`src/rtl/iml_map.svh`:
```
`ifndef IML_MAP_SVH
`define IML_MAP_SVH
// Fixed lane figures
`define IML_LINE_RATE_MBPS 1250
`define IML_REFCLK_MHZ     100
// Symbols: K flag travels beside the byte
`define IML_K_START        8'h3C
`define IML_K_IDLE         8'hBC
`define IML_CRC_POLY       8'h07
`define IML_CRC_INIT       8'h00
// CRC byte index after the start symbol
`define IML_CRC_IDX        3'h5
`define IML_SYNC_IDLES     3'h4
// Idles before the first frame
`define IML_TX_LEAD        4'h8
`define IML_CTL_STATUS     8'h80
`define IML_CTL_STAT_ACK   8'hC0
`define IML_CTL_REQ        2'b00
`define IML_CTL_RESP       2'b01
`define IML_CTL_WR_BIT     5
`define IML_SPEED_10       2'b00
// Controller register map
`define IML_REG_REQ        8'h00
`define IML_REG_WDATA      8'h04
`define IML_REG_RDATA      8'h08
`define IML_REG_STAT       8'h0C
`define IML_REG_CFG        8'h10
`define IML_CFG_RST        2'h3
`endif

```
`src/rtl/iml_pkg.sv`:
```
package iml_pkg;
  `include "iml_map.svh"

  typedef enum logic [2:0] {
    IML_TX_OFF   = 3'b001,
    IML_TX_IDLE  = 3'b010,
    IML_TX_FRAME = 3'b100
  } iml_tx_state_type;

  // Lane word: [9] link clock, [8] K flag, [7:0] byte
  typedef logic [9:0] iml_lane_type;

  function automatic logic [7:0] iml_crc8(input logic [7:0] crc,
                                          input logic [7:0] din);
    logic [7:0] c;
    c = crc ^ din;
    for (int i = 0; i < 8; i++) begin
      c = c[7] ? ((c << 1) ^ `IML_CRC_POLY) : (c << 1);
    end
    return c;
  endfunction
endpackage

```
`src/rtl/iml_if.sv`:
```
`timescale 1ns/1ps
interface iml_if;
  import iml_pkg::*;
  iml_lane_type icx_p2m;
  iml_lane_type icx_m2p;
  iml_lane_type mgt_p2m;
  iml_lane_type mgt_m2p;
  logic         power_clock_good_n;
  logic         refclk_request_n;

  modport phy (
    input  icx_m2p,
    input  mgt_m2p,
    input  power_clock_good_n,
    output icx_p2m,
    output mgt_p2m,
    output refclk_request_n
  );
  modport mac (
    input  icx_p2m,
    input  mgt_p2m,
    input  refclk_request_n,
    output icx_m2p,
    output mgt_m2p,
    output power_clock_good_n
  );
endinterface

```
`src/rtl/iml_phy_end.sv`:
```
`timescale 1ns/1ps
`include "iml_map.svh"
// Operation
// Serial lane awake, management lane asleep
// Report 10 Mb/s speed while asleep
// One lane each way, fixed rate
// Only whole frames cross the link; a frame in flight is cut off when the lane switches or power good drops
// Idles after power-up, receiver syncs
// Device originates status only, awaits ack
// Resend unacked status after lane switch
// Start symbol first, CRC-8 last
// Request control byte: 00, rw, register
// Request data MSB first, zero on read
// Request device address in bits 4:0
// Response echoes rw and register number
// Status on change or interval expiry
// Retransmit status after ack timeout
// Status control byte is 80h
// Status byte one field layout
// Status byte two upper field layout
// Duplex bit and speed code
// Power good in, clock request out
// Controller ack control byte C0h
// Drop frames failing CRC check
module iml_phy_end
  import iml_pkg::*;
#(
  parameter int TMR_W = 16
) (
  iml_if.phy               lnk,
  input  wire logic        i_clk_sys,
  input  wire logic        i_rst_b,
  input  wire logic        i_sleep,
  input  wire logic        i_host_wake,
  input  wire logic        i_ei_req,
  input  wire logic        i_txoff_req,
  input  wire logic        i_lpl_req,
  input  wire logic        i_reset_done,
  input  wire logic        i_cable_disc,
  input  wire logic        i_line_up,
  input  wire logic        i_full_duplex,
  input  wire logic [1:0]  i_line_speed,
  input  wire logic [TMR_W-1:0] i_status_interval,
  input  wire logic [TMR_W-1:0] i_ack_timeout,
  input  wire logic        i_refclk_needed,
  input  wire logic [15:0] i_reg_rdata,
  output logic             o_reg_req,
  output logic             o_reg_wr,
  output logic [4:0]       o_reg_num,
  output logic [4:0]       o_reg_dev,
  output logic [15:0]      o_reg_wdata,
  output logic [1:0]       o_line_speed,
  output logic             o_mgmt_active,
  output logic             o_icx_link_up,
  output logic             o_ack_pending
);
  logic [1:0]       pcg_n_s_r;
  logic             pcg_ok;
  logic             mgt_mode_r;
  logic             mode_chg;
  iml_lane_type     icx_s1_r, icx_s2_r, mgt_s1_r, mgt_s2_r;
  iml_lane_type     rx_lane;
  logic             rx_clk_d_r;
  logic             rx_rise;
  logic [2:0]       rx_idx_r;
  logic [7:0]       rx_crc_r;
  logic [31:0]      rx_buf_r;
  logic [2:0]       idle_cnt_r;
  logic             rx_sync_r;
  logic             frame_ok_r;
  logic             is_req, is_sack;
  logic             rd_cap_r;
  logic [31:0]      resp_msg_r;
  logic             resp_pend_r;
  logic [15:0]      stat_last_r;
  logic [7:0]       stat_b1, stat_b2;
  logic [1:0]       speed_eff;
  logic             stat_pend_r;
  logic             ack_wait_r;
  logic [TMR_W-1:0] ack_tmr_r, ivl_tmr_r;
  logic             retx_hit, ivl_hit;
  logic [2:0]       div_r;
  logic             tick;
  iml_tx_state_type tx_st_r;
  logic [2:0]       tx_idx_r;
  logic [31:0]      tx_msg_r;
  logic [7:0]       tx_crc_r, tx_byte_r;
  logic             tx_k_r;
  logic [3:0]       lead_r;
  logic             tx_take, take_resp, take_stat;
  iml_lane_type     icx_out_r, mgt_out_r;
  logic             refclk_n_r;

  // Platform input: two flops first
  always_ff @(posedge i_clk_sys or negedge i_rst_b) begin
    if (!i_rst_b) begin
      pcg_n_s_r <= 2'b11;
    end else begin
      pcg_n_s_r <= {pcg_n_s_r[0], lnk.power_clock_good_n};
    end
  end
  assign pcg_ok = ~pcg_n_s_r[1];

  always_ff @(posedge i_clk_sys or negedge i_rst_b) begin
    if (!i_rst_b) begin
      mgt_mode_r <= 1'b0;
      refclk_n_r <= 1'b0;
    end else begin
      mgt_mode_r <= i_sleep;
      refclk_n_r <= ~i_refclk_needed;
    end
  end
  assign mode_chg = i_sleep ^ mgt_mode_r;

  // Both lanes synced; active one decoded
  always_ff @(posedge i_clk_sys or negedge i_rst_b) begin
    if (!i_rst_b) begin
      icx_s1_r <= 10'h000;
      icx_s2_r <= 10'h000;
      mgt_s1_r <= 10'h000;
      mgt_s2_r <= 10'h000;
    end else begin
      icx_s1_r <= lnk.icx_m2p;
      icx_s2_r <= icx_s1_r;
      mgt_s1_r <= lnk.mgt_m2p;
      mgt_s2_r <= mgt_s1_r;
    end
  end
  assign rx_lane = mgt_mode_r ? mgt_s2_r : icx_s2_r;
  assign rx_rise = rx_lane[9] & ~rx_clk_d_r;

  always_ff @(posedge i_clk_sys or negedge i_rst_b) begin
    if (!i_rst_b) begin
      rx_clk_d_r <= 1'b0;
      rx_idx_r   <= 3'h0;
      rx_crc_r   <= 8'h00;
      rx_buf_r   <= 32'h0000_0000;
      idle_cnt_r <= 3'h0;
      rx_sync_r  <= 1'b0;
      frame_ok_r <= 1'b0;
    end else begin
      rx_clk_d_r <= rx_lane[9];
      frame_ok_r <= 1'b0;
      if (!pcg_ok || mode_chg) begin
        rx_idx_r   <= 3'h0;
        idle_cnt_r <= 3'h0;
        rx_sync_r  <= 1'b0;
      end else if (rx_rise) begin
        if (rx_lane[8] && rx_lane[7:0] == `IML_K_IDLE) begin
          rx_idx_r <= 3'h0;
          if (!rx_sync_r) begin
            idle_cnt_r <= idle_cnt_r + 3'h1;
            rx_sync_r  <= (idle_cnt_r == `IML_SYNC_IDLES - 3'h1);
          end
        end else if (!rx_sync_r) begin
          idle_cnt_r <= 3'h0;
        end else if (rx_lane[8] && rx_lane[7:0] == `IML_K_START) begin
          rx_idx_r <= 3'h1;
          rx_crc_r <= `IML_CRC_INIT;
        end else if (rx_lane[8]) begin
          rx_idx_r <= 3'h0;
        end else if (rx_idx_r == `IML_CRC_IDX) begin
          frame_ok_r <= (rx_lane[7:0] == rx_crc_r);
          rx_idx_r   <= 3'h0;
        end else if (rx_idx_r != 3'h0) begin
          rx_buf_r <= {rx_buf_r[23:0], rx_lane[7:0]};
          rx_crc_r <= iml_crc8(rx_crc_r, rx_lane[7:0]);
          rx_idx_r <= rx_idx_r + 3'h1;
        end
      end
    end
  end

  assign is_req  = frame_ok_r && rx_buf_r[31:30] == `IML_CTL_REQ;
  assign is_sack = frame_ok_r && rx_buf_r[31:24] == `IML_CTL_STAT_ACK;

  // Register access: read data is taken one cycle after the strobe
  always_ff @(posedge i_clk_sys or negedge i_rst_b) begin
    if (!i_rst_b) begin
      o_reg_req   <= 1'b0;
      o_reg_wr    <= 1'b0;
      o_reg_num   <= 5'h00;
      o_reg_dev   <= 5'h00;
      o_reg_wdata <= 16'h0000;
      rd_cap_r    <= 1'b0;
      resp_msg_r  <= 32'h0000_0000;
    end else begin
      o_reg_req <= is_req;
      rd_cap_r  <= o_reg_req;
      if (is_req) begin
        o_reg_wr    <= rx_buf_r[24 + `IML_CTL_WR_BIT];
        o_reg_num   <= rx_buf_r[28:24];
        o_reg_wdata <= rx_buf_r[23:8];
        o_reg_dev   <= rx_buf_r[4:0];
      end
      if (rd_cap_r) begin
        resp_msg_r <= {`IML_CTL_RESP, o_reg_wr, o_reg_num,
                       o_reg_wr ? o_reg_wdata : i_reg_rdata, 8'h00};
      end
    end
  end

  always_ff @(posedge i_clk_sys or negedge i_rst_b) begin
    if (!i_rst_b) begin
      resp_pend_r <= 1'b0;
    end else if (!pcg_ok) begin
      resp_pend_r <= 1'b0;
    end else begin
      resp_pend_r <= rd_cap_r | (resp_pend_r & ~take_resp);
    end
  end

  assign speed_eff = mgt_mode_r ? `IML_SPEED_10 : i_line_speed;
  assign stat_b1 = {2'b00, i_host_wake, 2'b00,
                    i_ei_req, i_txoff_req, i_lpl_req};
  assign stat_b2 = {i_reset_done, 1'b0, o_icx_link_up,
                    i_cable_disc, i_line_up,
                    i_full_duplex, speed_eff};
  assign ivl_hit  = (i_status_interval != '0) &&
                    (ivl_tmr_r == i_status_interval);
  assign retx_hit = ack_wait_r && (i_ack_timeout != '0) &&
                    (ack_tmr_r == i_ack_timeout);

  // Set wins over take
  always_ff @(posedge i_clk_sys or negedge i_rst_b) begin
    if (!i_rst_b) begin
      stat_last_r <= 16'h0000;
      stat_pend_r <= 1'b0;
      ack_wait_r  <= 1'b0;
      ack_tmr_r   <= '0;
      ivl_tmr_r   <= '0;
    end else if (!pcg_ok) begin
      stat_last_r <= 16'h0000;
      stat_pend_r <= 1'b0;
      ack_wait_r  <= 1'b0;
      ack_tmr_r   <= '0;
      ivl_tmr_r   <= '0;
    end else begin
      stat_last_r <= {stat_b1, stat_b2};
      stat_pend_r <= ({stat_b1, stat_b2} != stat_last_r) | ivl_hit
                   | retx_hit
                   | (mode_chg & ack_wait_r)
                   | (stat_pend_r & ~take_stat);
      ack_wait_r  <= take_stat | (ack_wait_r & ~is_sack);
      ack_tmr_r   <= (take_stat || !ack_wait_r || retx_hit) ? '0
                     : ack_tmr_r + 1'b1;
      ivl_tmr_r   <= (take_stat || ivl_hit) ? '0 : ivl_tmr_r + 1'b1;
    end
  end

  // Eight system clocks per link symbol
  always_ff @(posedge i_clk_sys or negedge i_rst_b) begin
    if (!i_rst_b) begin
      div_r <= 3'h0;
    end else begin
      div_r <= div_r + 3'h1;
    end
  end
  assign tick = (div_r == 3'h7);
  // Response first: reads never starve
  assign tx_take   = tick && tx_st_r == IML_TX_IDLE && !mode_chg &&
                     lead_r == `IML_TX_LEAD;
  assign take_resp = tx_take & resp_pend_r;
  assign take_stat = tx_take & ~resp_pend_r & stat_pend_r;

  always_ff @(posedge i_clk_sys or negedge i_rst_b) begin
    if (!i_rst_b) begin
      tx_st_r   <= IML_TX_OFF;
      tx_idx_r  <= 3'h0;
      tx_msg_r  <= 32'h0000_0000;
      tx_crc_r  <= 8'h00;
      tx_byte_r <= 8'h00;
      tx_k_r    <= 1'b0;
      lead_r    <= 4'h0;
    end else if (!pcg_ok || mode_chg) begin
      tx_st_r <= IML_TX_OFF;
      lead_r  <= 4'h0;
    end else if (tick) begin
      unique case (tx_st_r)
        IML_TX_OFF: begin
          tx_st_r   <= IML_TX_IDLE;
          tx_byte_r <= `IML_K_IDLE;
          tx_k_r    <= 1'b1;
        end
        IML_TX_IDLE: begin
          tx_k_r <= 1'b1;
          if (take_resp || take_stat) begin
            tx_st_r   <= IML_TX_FRAME;
            tx_byte_r <= `IML_K_START;
            tx_crc_r  <= `IML_CRC_INIT;
            tx_idx_r  <= 3'h1;
            tx_msg_r  <= take_resp ? resp_msg_r
                         : {`IML_CTL_STATUS, stat_b1, stat_b2, 8'h00};
          end else begin
            tx_byte_r <= `IML_K_IDLE;
            if (lead_r != `IML_TX_LEAD) begin
              lead_r <= lead_r + 4'h1;
            end
          end
        end
        IML_TX_FRAME: begin
          tx_k_r <= 1'b0;
          if (tx_idx_r == `IML_CRC_IDX) begin
            tx_byte_r <= tx_crc_r;
            tx_st_r   <= IML_TX_IDLE;
          end else begin
            tx_byte_r <= tx_msg_r[31:24];
            tx_crc_r  <= iml_crc8(tx_crc_r, tx_msg_r[31:24]);
            tx_msg_r  <= {tx_msg_r[23:0], 8'h00};
            tx_idx_r  <= tx_idx_r + 3'h1;
          end
        end
        default: tx_st_r <= IML_TX_OFF;
      endcase
    end
  end

  // Unused lane parked low
  always_ff @(posedge i_clk_sys or negedge i_rst_b) begin
    if (!i_rst_b) begin
      icx_out_r <= 10'h000;
      mgt_out_r <= 10'h000;
    end else begin
      icx_out_r <= (pcg_ok && !mgt_mode_r && tx_st_r != IML_TX_OFF)
                   ? {div_r[2], tx_k_r, tx_byte_r} : 10'h000;
      mgt_out_r <= (pcg_ok && mgt_mode_r && tx_st_r != IML_TX_OFF)
                   ? {div_r[2], tx_k_r, tx_byte_r} : 10'h000;
    end
  end

  assign lnk.icx_p2m          = icx_out_r;
  assign lnk.mgt_p2m          = mgt_out_r;
  assign lnk.refclk_request_n = refclk_n_r;
  assign o_line_speed  = speed_eff;
  assign o_mgmt_active = mgt_mode_r;
  assign o_icx_link_up = rx_sync_r & ~mgt_mode_r;
  assign o_ack_pending = ack_wait_r;
endmodule

```
`src/flat_wrapper.sv`:
```
// flat-port wrapper written by rule: the top's interface ports become plain ports
module iml_phy_end_flat import iml_pkg::*;
#(
  parameter int TMR_W = 16
)
  (i_clk_sys, i_rst_b, i_sleep, i_host_wake, i_ei_req, i_txoff_req, i_lpl_req, i_reset_done, i_cable_disc, i_line_up, i_full_duplex, i_line_speed, i_status_interval, i_ack_timeout, i_refclk_needed, i_reg_rdata, o_reg_req, o_reg_wr, o_reg_num, o_reg_dev, o_reg_wdata, o_line_speed, o_mgmt_active, o_icx_link_up, o_ack_pending, lnk_icx_m2p, lnk_mgt_m2p, lnk_power_clock_good_n, lnk_icx_p2m, lnk_mgt_p2m, lnk_refclk_request_n);
  iml_if lnk_i ();
  input  wire logic i_clk_sys;
  input  wire logic i_rst_b;
  input  wire logic i_sleep;
  input  wire logic i_host_wake;
  input  wire logic i_ei_req;
  input  wire logic i_txoff_req;
  input  wire logic i_lpl_req;
  input  wire logic i_reset_done;
  input  wire logic i_cable_disc;
  input  wire logic i_line_up;
  input  wire logic i_full_duplex;
  input  wire logic [1:0] i_line_speed;
  input  wire logic [TMR_W-1:0] i_status_interval;
  input  wire logic [TMR_W-1:0] i_ack_timeout;
  input  wire logic i_refclk_needed;
  input  wire logic [15:0] i_reg_rdata;
  output logic o_reg_req;
  output logic o_reg_wr;
  output logic [4:0] o_reg_num;
  output logic [4:0] o_reg_dev;
  output logic [15:0] o_reg_wdata;
  output logic [1:0] o_line_speed;
  output logic o_mgmt_active;
  output logic o_icx_link_up;
  output logic o_ack_pending;
  input wire logic [$bits(lnk_i.icx_m2p)-1:0] lnk_icx_m2p;
  input wire logic [$bits(lnk_i.mgt_m2p)-1:0] lnk_mgt_m2p;
  input wire logic [$bits(lnk_i.power_clock_good_n)-1:0] lnk_power_clock_good_n;
  output wire logic [$bits(lnk_i.icx_p2m)-1:0] lnk_icx_p2m;
  output wire logic [$bits(lnk_i.mgt_p2m)-1:0] lnk_mgt_p2m;
  output wire logic [$bits(lnk_i.refclk_request_n)-1:0] lnk_refclk_request_n;
  assign lnk_i.icx_m2p = lnk_icx_m2p;
  assign lnk_i.mgt_m2p = lnk_mgt_m2p;
  assign lnk_i.power_clock_good_n = lnk_power_clock_good_n;
  assign lnk_icx_p2m = lnk_i.icx_p2m;
  assign lnk_mgt_p2m = lnk_i.mgt_p2m;
  assign lnk_refclk_request_n = lnk_i.refclk_request_n;
  iml_phy_end #(.TMR_W(TMR_W)) u_core (.lnk(lnk_i), .i_clk_sys(i_clk_sys), .i_rst_b(i_rst_b), .i_sleep(i_sleep), .i_host_wake(i_host_wake), .i_ei_req(i_ei_req), .i_txoff_req(i_txoff_req), .i_lpl_req(i_lpl_req), .i_reset_done(i_reset_done), .i_cable_disc(i_cable_disc), .i_line_up(i_line_up), .i_full_duplex(i_full_duplex), .i_line_speed(i_line_speed), .i_status_interval(i_status_interval), .i_ack_timeout(i_ack_timeout), .i_refclk_needed(i_refclk_needed), .i_reg_rdata(i_reg_rdata), .o_reg_req(o_reg_req), .o_reg_wr(o_reg_wr), .o_reg_num(o_reg_num), .o_reg_dev(o_reg_dev), .o_reg_wdata(o_reg_wdata), .o_line_speed(o_line_speed), .o_mgmt_active(o_mgmt_active), .o_icx_link_up(o_icx_link_up), .o_ack_pending(o_ack_pending));
endmodule
```
`config.mk`:
```
export PLATFORM = sky130hd
export DESIGN_NAME = iml_phy_end_flat
export DESIGN_NICKNAME = d
export VERILOG_FILES = /design/src/rtl/iml_pkg.sv /design/src/rtl/iml_if.sv /design/src/rtl/iml_phy_end.sv /design/src/flat_wrapper.sv
export VERILOG_INCLUDE_DIRS = /design/src /design/src/rtl
export SDC_FILE = /design/constraint.sdc
export NUM_CORES = 1
export LEC_CHECK = 0
export ABC_AREA = 1
export BUFFER_PORTS_ARGS = -buffer_cell sky130_fd_sc_hd__buf_4
export CAP_MARGIN = 10
export CORE_AREA = 2 2 180 182
export DETAILED_ROUTE_END_ITERATION = 16
export DIE_AREA = 0 0 182 184
export GPL_ROUTABILITY_DRIVEN = 0
export PLACE_DENSITY = 0.57
export SETUP_SLACK_MARGIN = 0.5
export SYNTH_ARGS = -nofsm -noshare
export SYNTH_HDL_FRONTEND = slang
export SYNTH_SLANG_ARGS = --single-unit
```
`constraint.sdc`:
```
create_clock -name i_clk_sys -period 2.6 [get_ports i_clk_sys]
set_clock_uncertainty 0.05 [all_clocks]
set_input_delay 0.26 -clock i_clk_sys [delete_from_list [all_inputs] [get_ports i_clk_sys]]
set_output_delay 0.26 -clock i_clk_sys [all_outputs]
set_load 0.01 [all_outputs]
```
**Yosys cells after proc, flatten, opt, wreduce, memory -nomap -nowiden**

Cells that the tools add are included.

- Word-level logic and storage cells: 245
- Output and inout port bits: 54
- Bits in registers: 278

- Eq/ne operators: 25
- Reduce and logical (&&, ||, !) cells: 48
- Mux-type cells: 81
- Bitwise gates (word level): 47
- Add/subtract/negate cells: 7

Operators with widths:

| cell | count |
|---|---|
| $mux W3 | 35 |
| $mux W32 | 3 |
| $mux W16 | 5 |
| $mux W8 | 8 |
| $pmux W32 S2 | 1 |
| $not A3 Y3 | 16 |
| $add A16 B1 Y16 const B | 2 |
| $eq A16 B16 Y1 | 2 |
| $reduce_bool A16 Y1 | 2 |
| $mux W10 | 3 |
| $pmux W8 S3 | 1 |
| $mux W4 | 5 |
| $eq A8 B8 Y1 const B | 2 |
| $ne A14 B16 Y1 | 1 |
| $pmux W8 S2 | 1 |
| $reduce_bool A2 Y1 | 8 |
| $xor A8 B8 Y8 | 2 |
| $logic_and A1 B1 Y1 | 14 |
| $mux W1 | 14 |
| $mux W14 | 1 |
| $not A1 Y1 | 13 |
| $add A3 B1 Y3 const B | 4 |
| $eq A3 B3 Y1 const B | 4 |
| $reduce_and A3 Y1 | 4 |
| other kinds (29) | 57 |

**Logic depth before layout (Yosys ltp)**

- Word-level depth: 22
- Mapped depth: 13
- Gate-level depth less buffers: 12

**Worst setup path after synthesis**

No wires, ideal clock.

- Kind: register to register
- Start point: reg u_core.div_r[0]
- End point: reg u_core.ivl_tmr_r[12]
- Cell stages (with the launch flop): 11
- Data arrival time: 1623 ps
- Setup slack: 807 ps
- Period minus slack after synthesis: 1793 ps
- Path through: dfrtp_1 ha_1 ha_1 inv_2 nor2_4 nand3_1 nor2_2 inv_2 nand3_2 buf_4 nor2_1

- Cells in the longest elaborated chain, start to end: 9

RTL lines:

| what | line | text |
|---|---|---|
| from (decl) | iml_phy_end.sv:82 | `logic [2:0] div_r;` |
| from (signal assigned) | iml_phy_end.sv:256 | `div_r <= div_r + 3'h1;` |
| $eq A3 B3 Y1 | iml_phy_end.sv:259 | `assign tick = (div_r == 3'h7);` |
| $logic_and A1 B1 Y1 (2 in series) | iml_phy_end.sv:261 | `assign tx_take = tick && tx_st_r == IML_TX_IDLE && !mode_chg &&` |
| $logic_and A1 B1 Y1 (no line) | n/a |  |
| $and A1 B1 Y1 (2 in series) | iml_phy_end.sv:264 | `assign take_stat = tx_take & ~resp_pend_r & stat_pend_r;` |
| $logic_or A1 B1 Y1 | iml_phy_end.sv:247 | `ivl_tmr_r <= (take_stat \|\| ivl_hit) ? '0 : ivl_tmr_r + 1'b1;` |
| $mux W16 | iml_phy_end.sv:247 |  |
| $mux W16 | iml_phy_end.sv:232 | `end else if (!pcg_ok) begin` |
| to (signal assigned) | iml_phy_end.sv:247 |  |
| to (decl) | iml_phy_end.sv:80 | `logic [TMR_W-1:0] ack_tmr_r, ivl_tmr_r;` |

No other way between the ends.
A chain may end at the register's enable or synchronous reset.

**Worst setup path after layout**

- Start point: reg u_core.tx_idx_r[0]
- End point: reg u_core.tx_crc_r[7]

- Cells in the longest elaborated chain, start to end: 3

RTL lines:

| what | line | text |
|---|---|---|
| from (decl) | iml_phy_end.sv:85 | `logic [2:0] tx_idx_r;` |
| from (signal assigned) | iml_phy_end.sv:310 | `tx_idx_r <= tx_idx_r + 3'h1;` |
| $eq A3 B3 Y1 (no line) | n/a |  |
| $ne A2 B2 Y1 (no line) | n/a |  |
| $reduce_and A5 Y1 (no line) | n/a |  |
| to (signal assigned) | iml_phy_end.sv:290 | `` tx_crc_r <= `IML_CRC_INIT; `` |
| to (signal assigned) | iml_phy_end.sv:308 | `tx_crc_r <= iml_crc8(tx_crc_r, tx_msg_r[31:24]);` |
| to (decl) | iml_phy_end.sv:87 | `logic [7:0] tx_crc_r, tx_byte_r;` |

No other way between the ends.

==> results.ini <==
[placement]
place_area_mm2=0.0140
portBuffers=136
dp_slack_ps=470
dpl.hpwl_um=21700

[critical_path]
crit_arrival_ps=2330
r2r_start=u_core.tx_idx_r[0]
cp-end-kind=register
criticalPathCategory=reg2reg
crit_chain=ha_1 > nand2_1 > nor2_2 > inv_2 > nand4_2 > o21bai_4 > buf_8 > nand2_1 > o21ai_0
worstPathMaxFanout=33
crit_start=u_core.tx_idx_r[0]
cp_common_cell=nand2_1
worstPathRequired_ps=2970
max_stage_delay_ps=430
worstSetupStartpointType=register
crit_path_top_delay_cell=dfrtp_1

[logic_synthesis]
syn_inst=1515
yosysWarnings=0
synth.distinct_cells=45
netlist_area_mm2=0.0125
avgSynthCellArea_um2=8.23
synth-edff-count=0
async_reset_ff_share_pct=100
seq_area_frac_synth_pct=53.2
ys.flop_type=dfrtp_1
ys_ff_latch=265
synth_fp_nets=1611

[grt]
grt_pass1_vias=9918
antenna_found_initial=2
grt_usage_pct=18.3
grt_overflow_total=0
grt_pass1_wl_um=49700
grt_max_degree=71

[pwr]
max-vdd-ir-drop_mv=0.510
power_uw=9150
powerDensity_mw_per_mm2=586
p_leak_uw=0.00793

[floorplanning]
start_util_pct=39.7
die_area_mm2=0.0335
dieHeight_um=184
rows=65
coreArea_mm2=0.0314
die_x_um=182
ioPinCount=137

[clocking]
cts.sinks=265
clkLatencyLatePin_ps=550
clockBufferDepth=3
clk_pin_slew_worst_paths_ps=60
cts_tree=built
numCtsBuffers=30
cts_max_level=1
cts-root-buf=clkbuf_16

[drt]
ant_nets=0
wire_per_inst_um=14.0
drcViolationCount=0
vias=10063
drt_wl_total_um=30000
drtPass1Iterations=5
vias_per_cell=4.69
drt_iter0_drc=663

[sta]
min_period_ps=1960
setup_viol=0
post-route-period-util_pct=75.3
layout_setup_ws_ps=643
finalSetupTns_ps=0
rsz0062_at_grt=true
hold_violations=0
drv_slew=0
maxSlewHeadroom_pct=57.3
fmax_mhz=511
worst_pin_slew_ps=634

[finish]
nNetsFinal=1819
fin_util_pct=49.8
area_delta_synth_final_pct=25.3
fill_cells=3009
final_area_mm2=0.0156
drive_above_1_share_pct=15.3

[min_path]
hold_class=in2reg
worstHoldStart=i_line_speed[1]

[job]
max_cap_viol_count=0

[status]
status=completed

-- path summary, 6_finish.rpt --
kind	to	slack [ps]	cells past startpoint
min in group asynchronous	u_core.ivl_tmr_r[6]	200	2
max	u_core.tx_crc_r[7]	640	9
min	u_core.stat_last_r[1]	20	3
max reg2reg	u_core.tx_crc_r[7]	640	9
max in group asynchronous	u_core.tx_msg_r[19]	1530	3
min reg2reg	u_core.icx_s2_r[2]	290	0
-- cells in the mapped netlist (3+ instances only) --
cell type	number	area [um2]
nand2_2	7	43.8
nor2_1	154	578
o21ai_1	30	150
dfstp_2	3	78.8
nor3_1	15	75.1
o31ai_1	4	30.0
inv_2	7	26.3
nand2_1	486	1820
a21oi_1	10	50.1
nand3b_1	3	22.5
o21ai_2	3	26.3
clkbuf_1	16	60.1
or2_2	3	18.8
nand4_1	12	75.1
buf_4	5	37.5
inv_1	195	732
dfrtp_1	262	6560
xnor2_1	21	184
o221ai_1	4	35.0
buf_2	12	60.1
nor2_2	5	31.3
buf_6	5	56.3
o21ai_0	93	465
nand3_1	61	305
xor2_1	37	324
ha_1	13	163
o22ai_1	23	144
nand3_2	4	40.0
-- critical path, delay by kind of cell, from the launching register on --
family | cells | cell delay (ps)
compound gates | 2 | 290
buf+inv | 2 | 310
flops | 1 | 430
simple gates | 4 | 540
fa+ha+maj | 1 | 210
-- through the flow --
stage                     hold slack (ps)  cells
final                                17.5   2147
after global routing                 21.2   2147
after CTS                            3.22   2135
after detailed placement              216   2033
after global placement                223   2033
after floorplan                     -85.6   1515
-- final cells by class --
type	instances	area (um2)	area share [%]
inverters	202	763	4.89
flip-flops and latches	265	6640	42.5
multi-input cells	1008	4900	31.4
diodes	1	2.50	0.0160
clock buffers	46	901	5.77
clock inverters	7	98.8	0.633
repair buffers	216	1820	11.6
well taps	402	503	3.22
-- metal layers --
layer	up-vias	share of wire [%]	global-route usage, %	wire (um)
met5	-	0.040	0	12
met4	2	2.4	5.00	718
met3	51	3.3	2.60	995
met2	163	48	31.3	14300
met1	4698	46	24.3	13900
li1	5149	-	-	-
-- state kept, by name, summed over array words and instances (netlist names), 8 cells and up --
signal and cells:
u_core.ack_tmr_r 16, u_core.icx_s1_r 10, u_core.icx_s2_r 10, u_core.ivl_tmr_r 16, u_core.lnk.icx_p2m 10, u_core.lnk.mgt_p2m 10, u_core.mgt_s1_r 10, u_core.mgt_s2_r 10
u_core.o_reg_wdata 16, u_core.resp_msg_r 23, u_core.rx_buf_r 32, u_core.rx_crc_r 8, u_core.stat_last_r 11, u_core.tx_byte_r 8, u_core.tx_crc_r 8, u_core.tx_msg_r 24
-- cell usage in the layout, fill, tap and decap left out, types with 4 or more instances in the layout --
cell type and instances:
o22ai_1 23, a21oi_1 10, inv_1 195, buf_4 160, inv_2 5, nor2_2 6
ha_1 12, o21ai_0 93, buf_12 4, clkbuf_8 9, clkbuf_16 30, nor2_1 152
nand4_1 12, xor2_1 37, dlygate4sd3_1 48, clkbuf_1 7, nand3_1 61, dfrtp_1 261
nand2_2 8, o31ai_1 4, o221ai_1 4, xnor2_1 20, o21ai_1 30, nand2_1 484
nor3_1 14
-- report_power, final --
part / switching [uW] / internal [uW] / total (uW) / leakage (uW)
Combinational: 393 / 296 / 689 / 0.00403
Clock: 1630 / 2560 / 4190 / 0.000490
Sequential: 42.6 / 4230 / 4270 / 0.00341
Total: 2060 / 7090 / 9150 / 0.00793
-- repair_timing --
action	4_1_cts	5_1_grt
gates resized for setup	2	18
endpoints found under the hold margin	110	0
pin swaps	1	4
hold buffers	48	0
endpoints found under the setup margin	43	107
buffers inserted	1	11
-- cell families after synthesis --
group                      Yosys count  synth area share [%]
and+or+nand+nor                    760                  25.2
DFF                                265                  53.2
buffers and inverters              242                  7.96
AOI/OAI and AO/OA                  175                  8.08
xor gates and xnor gates            59                  4.20
adders and majority gates           13                  1.30
muxes                                1                0.0803
No activity file was read; power rests on OpenSTA's default activity.
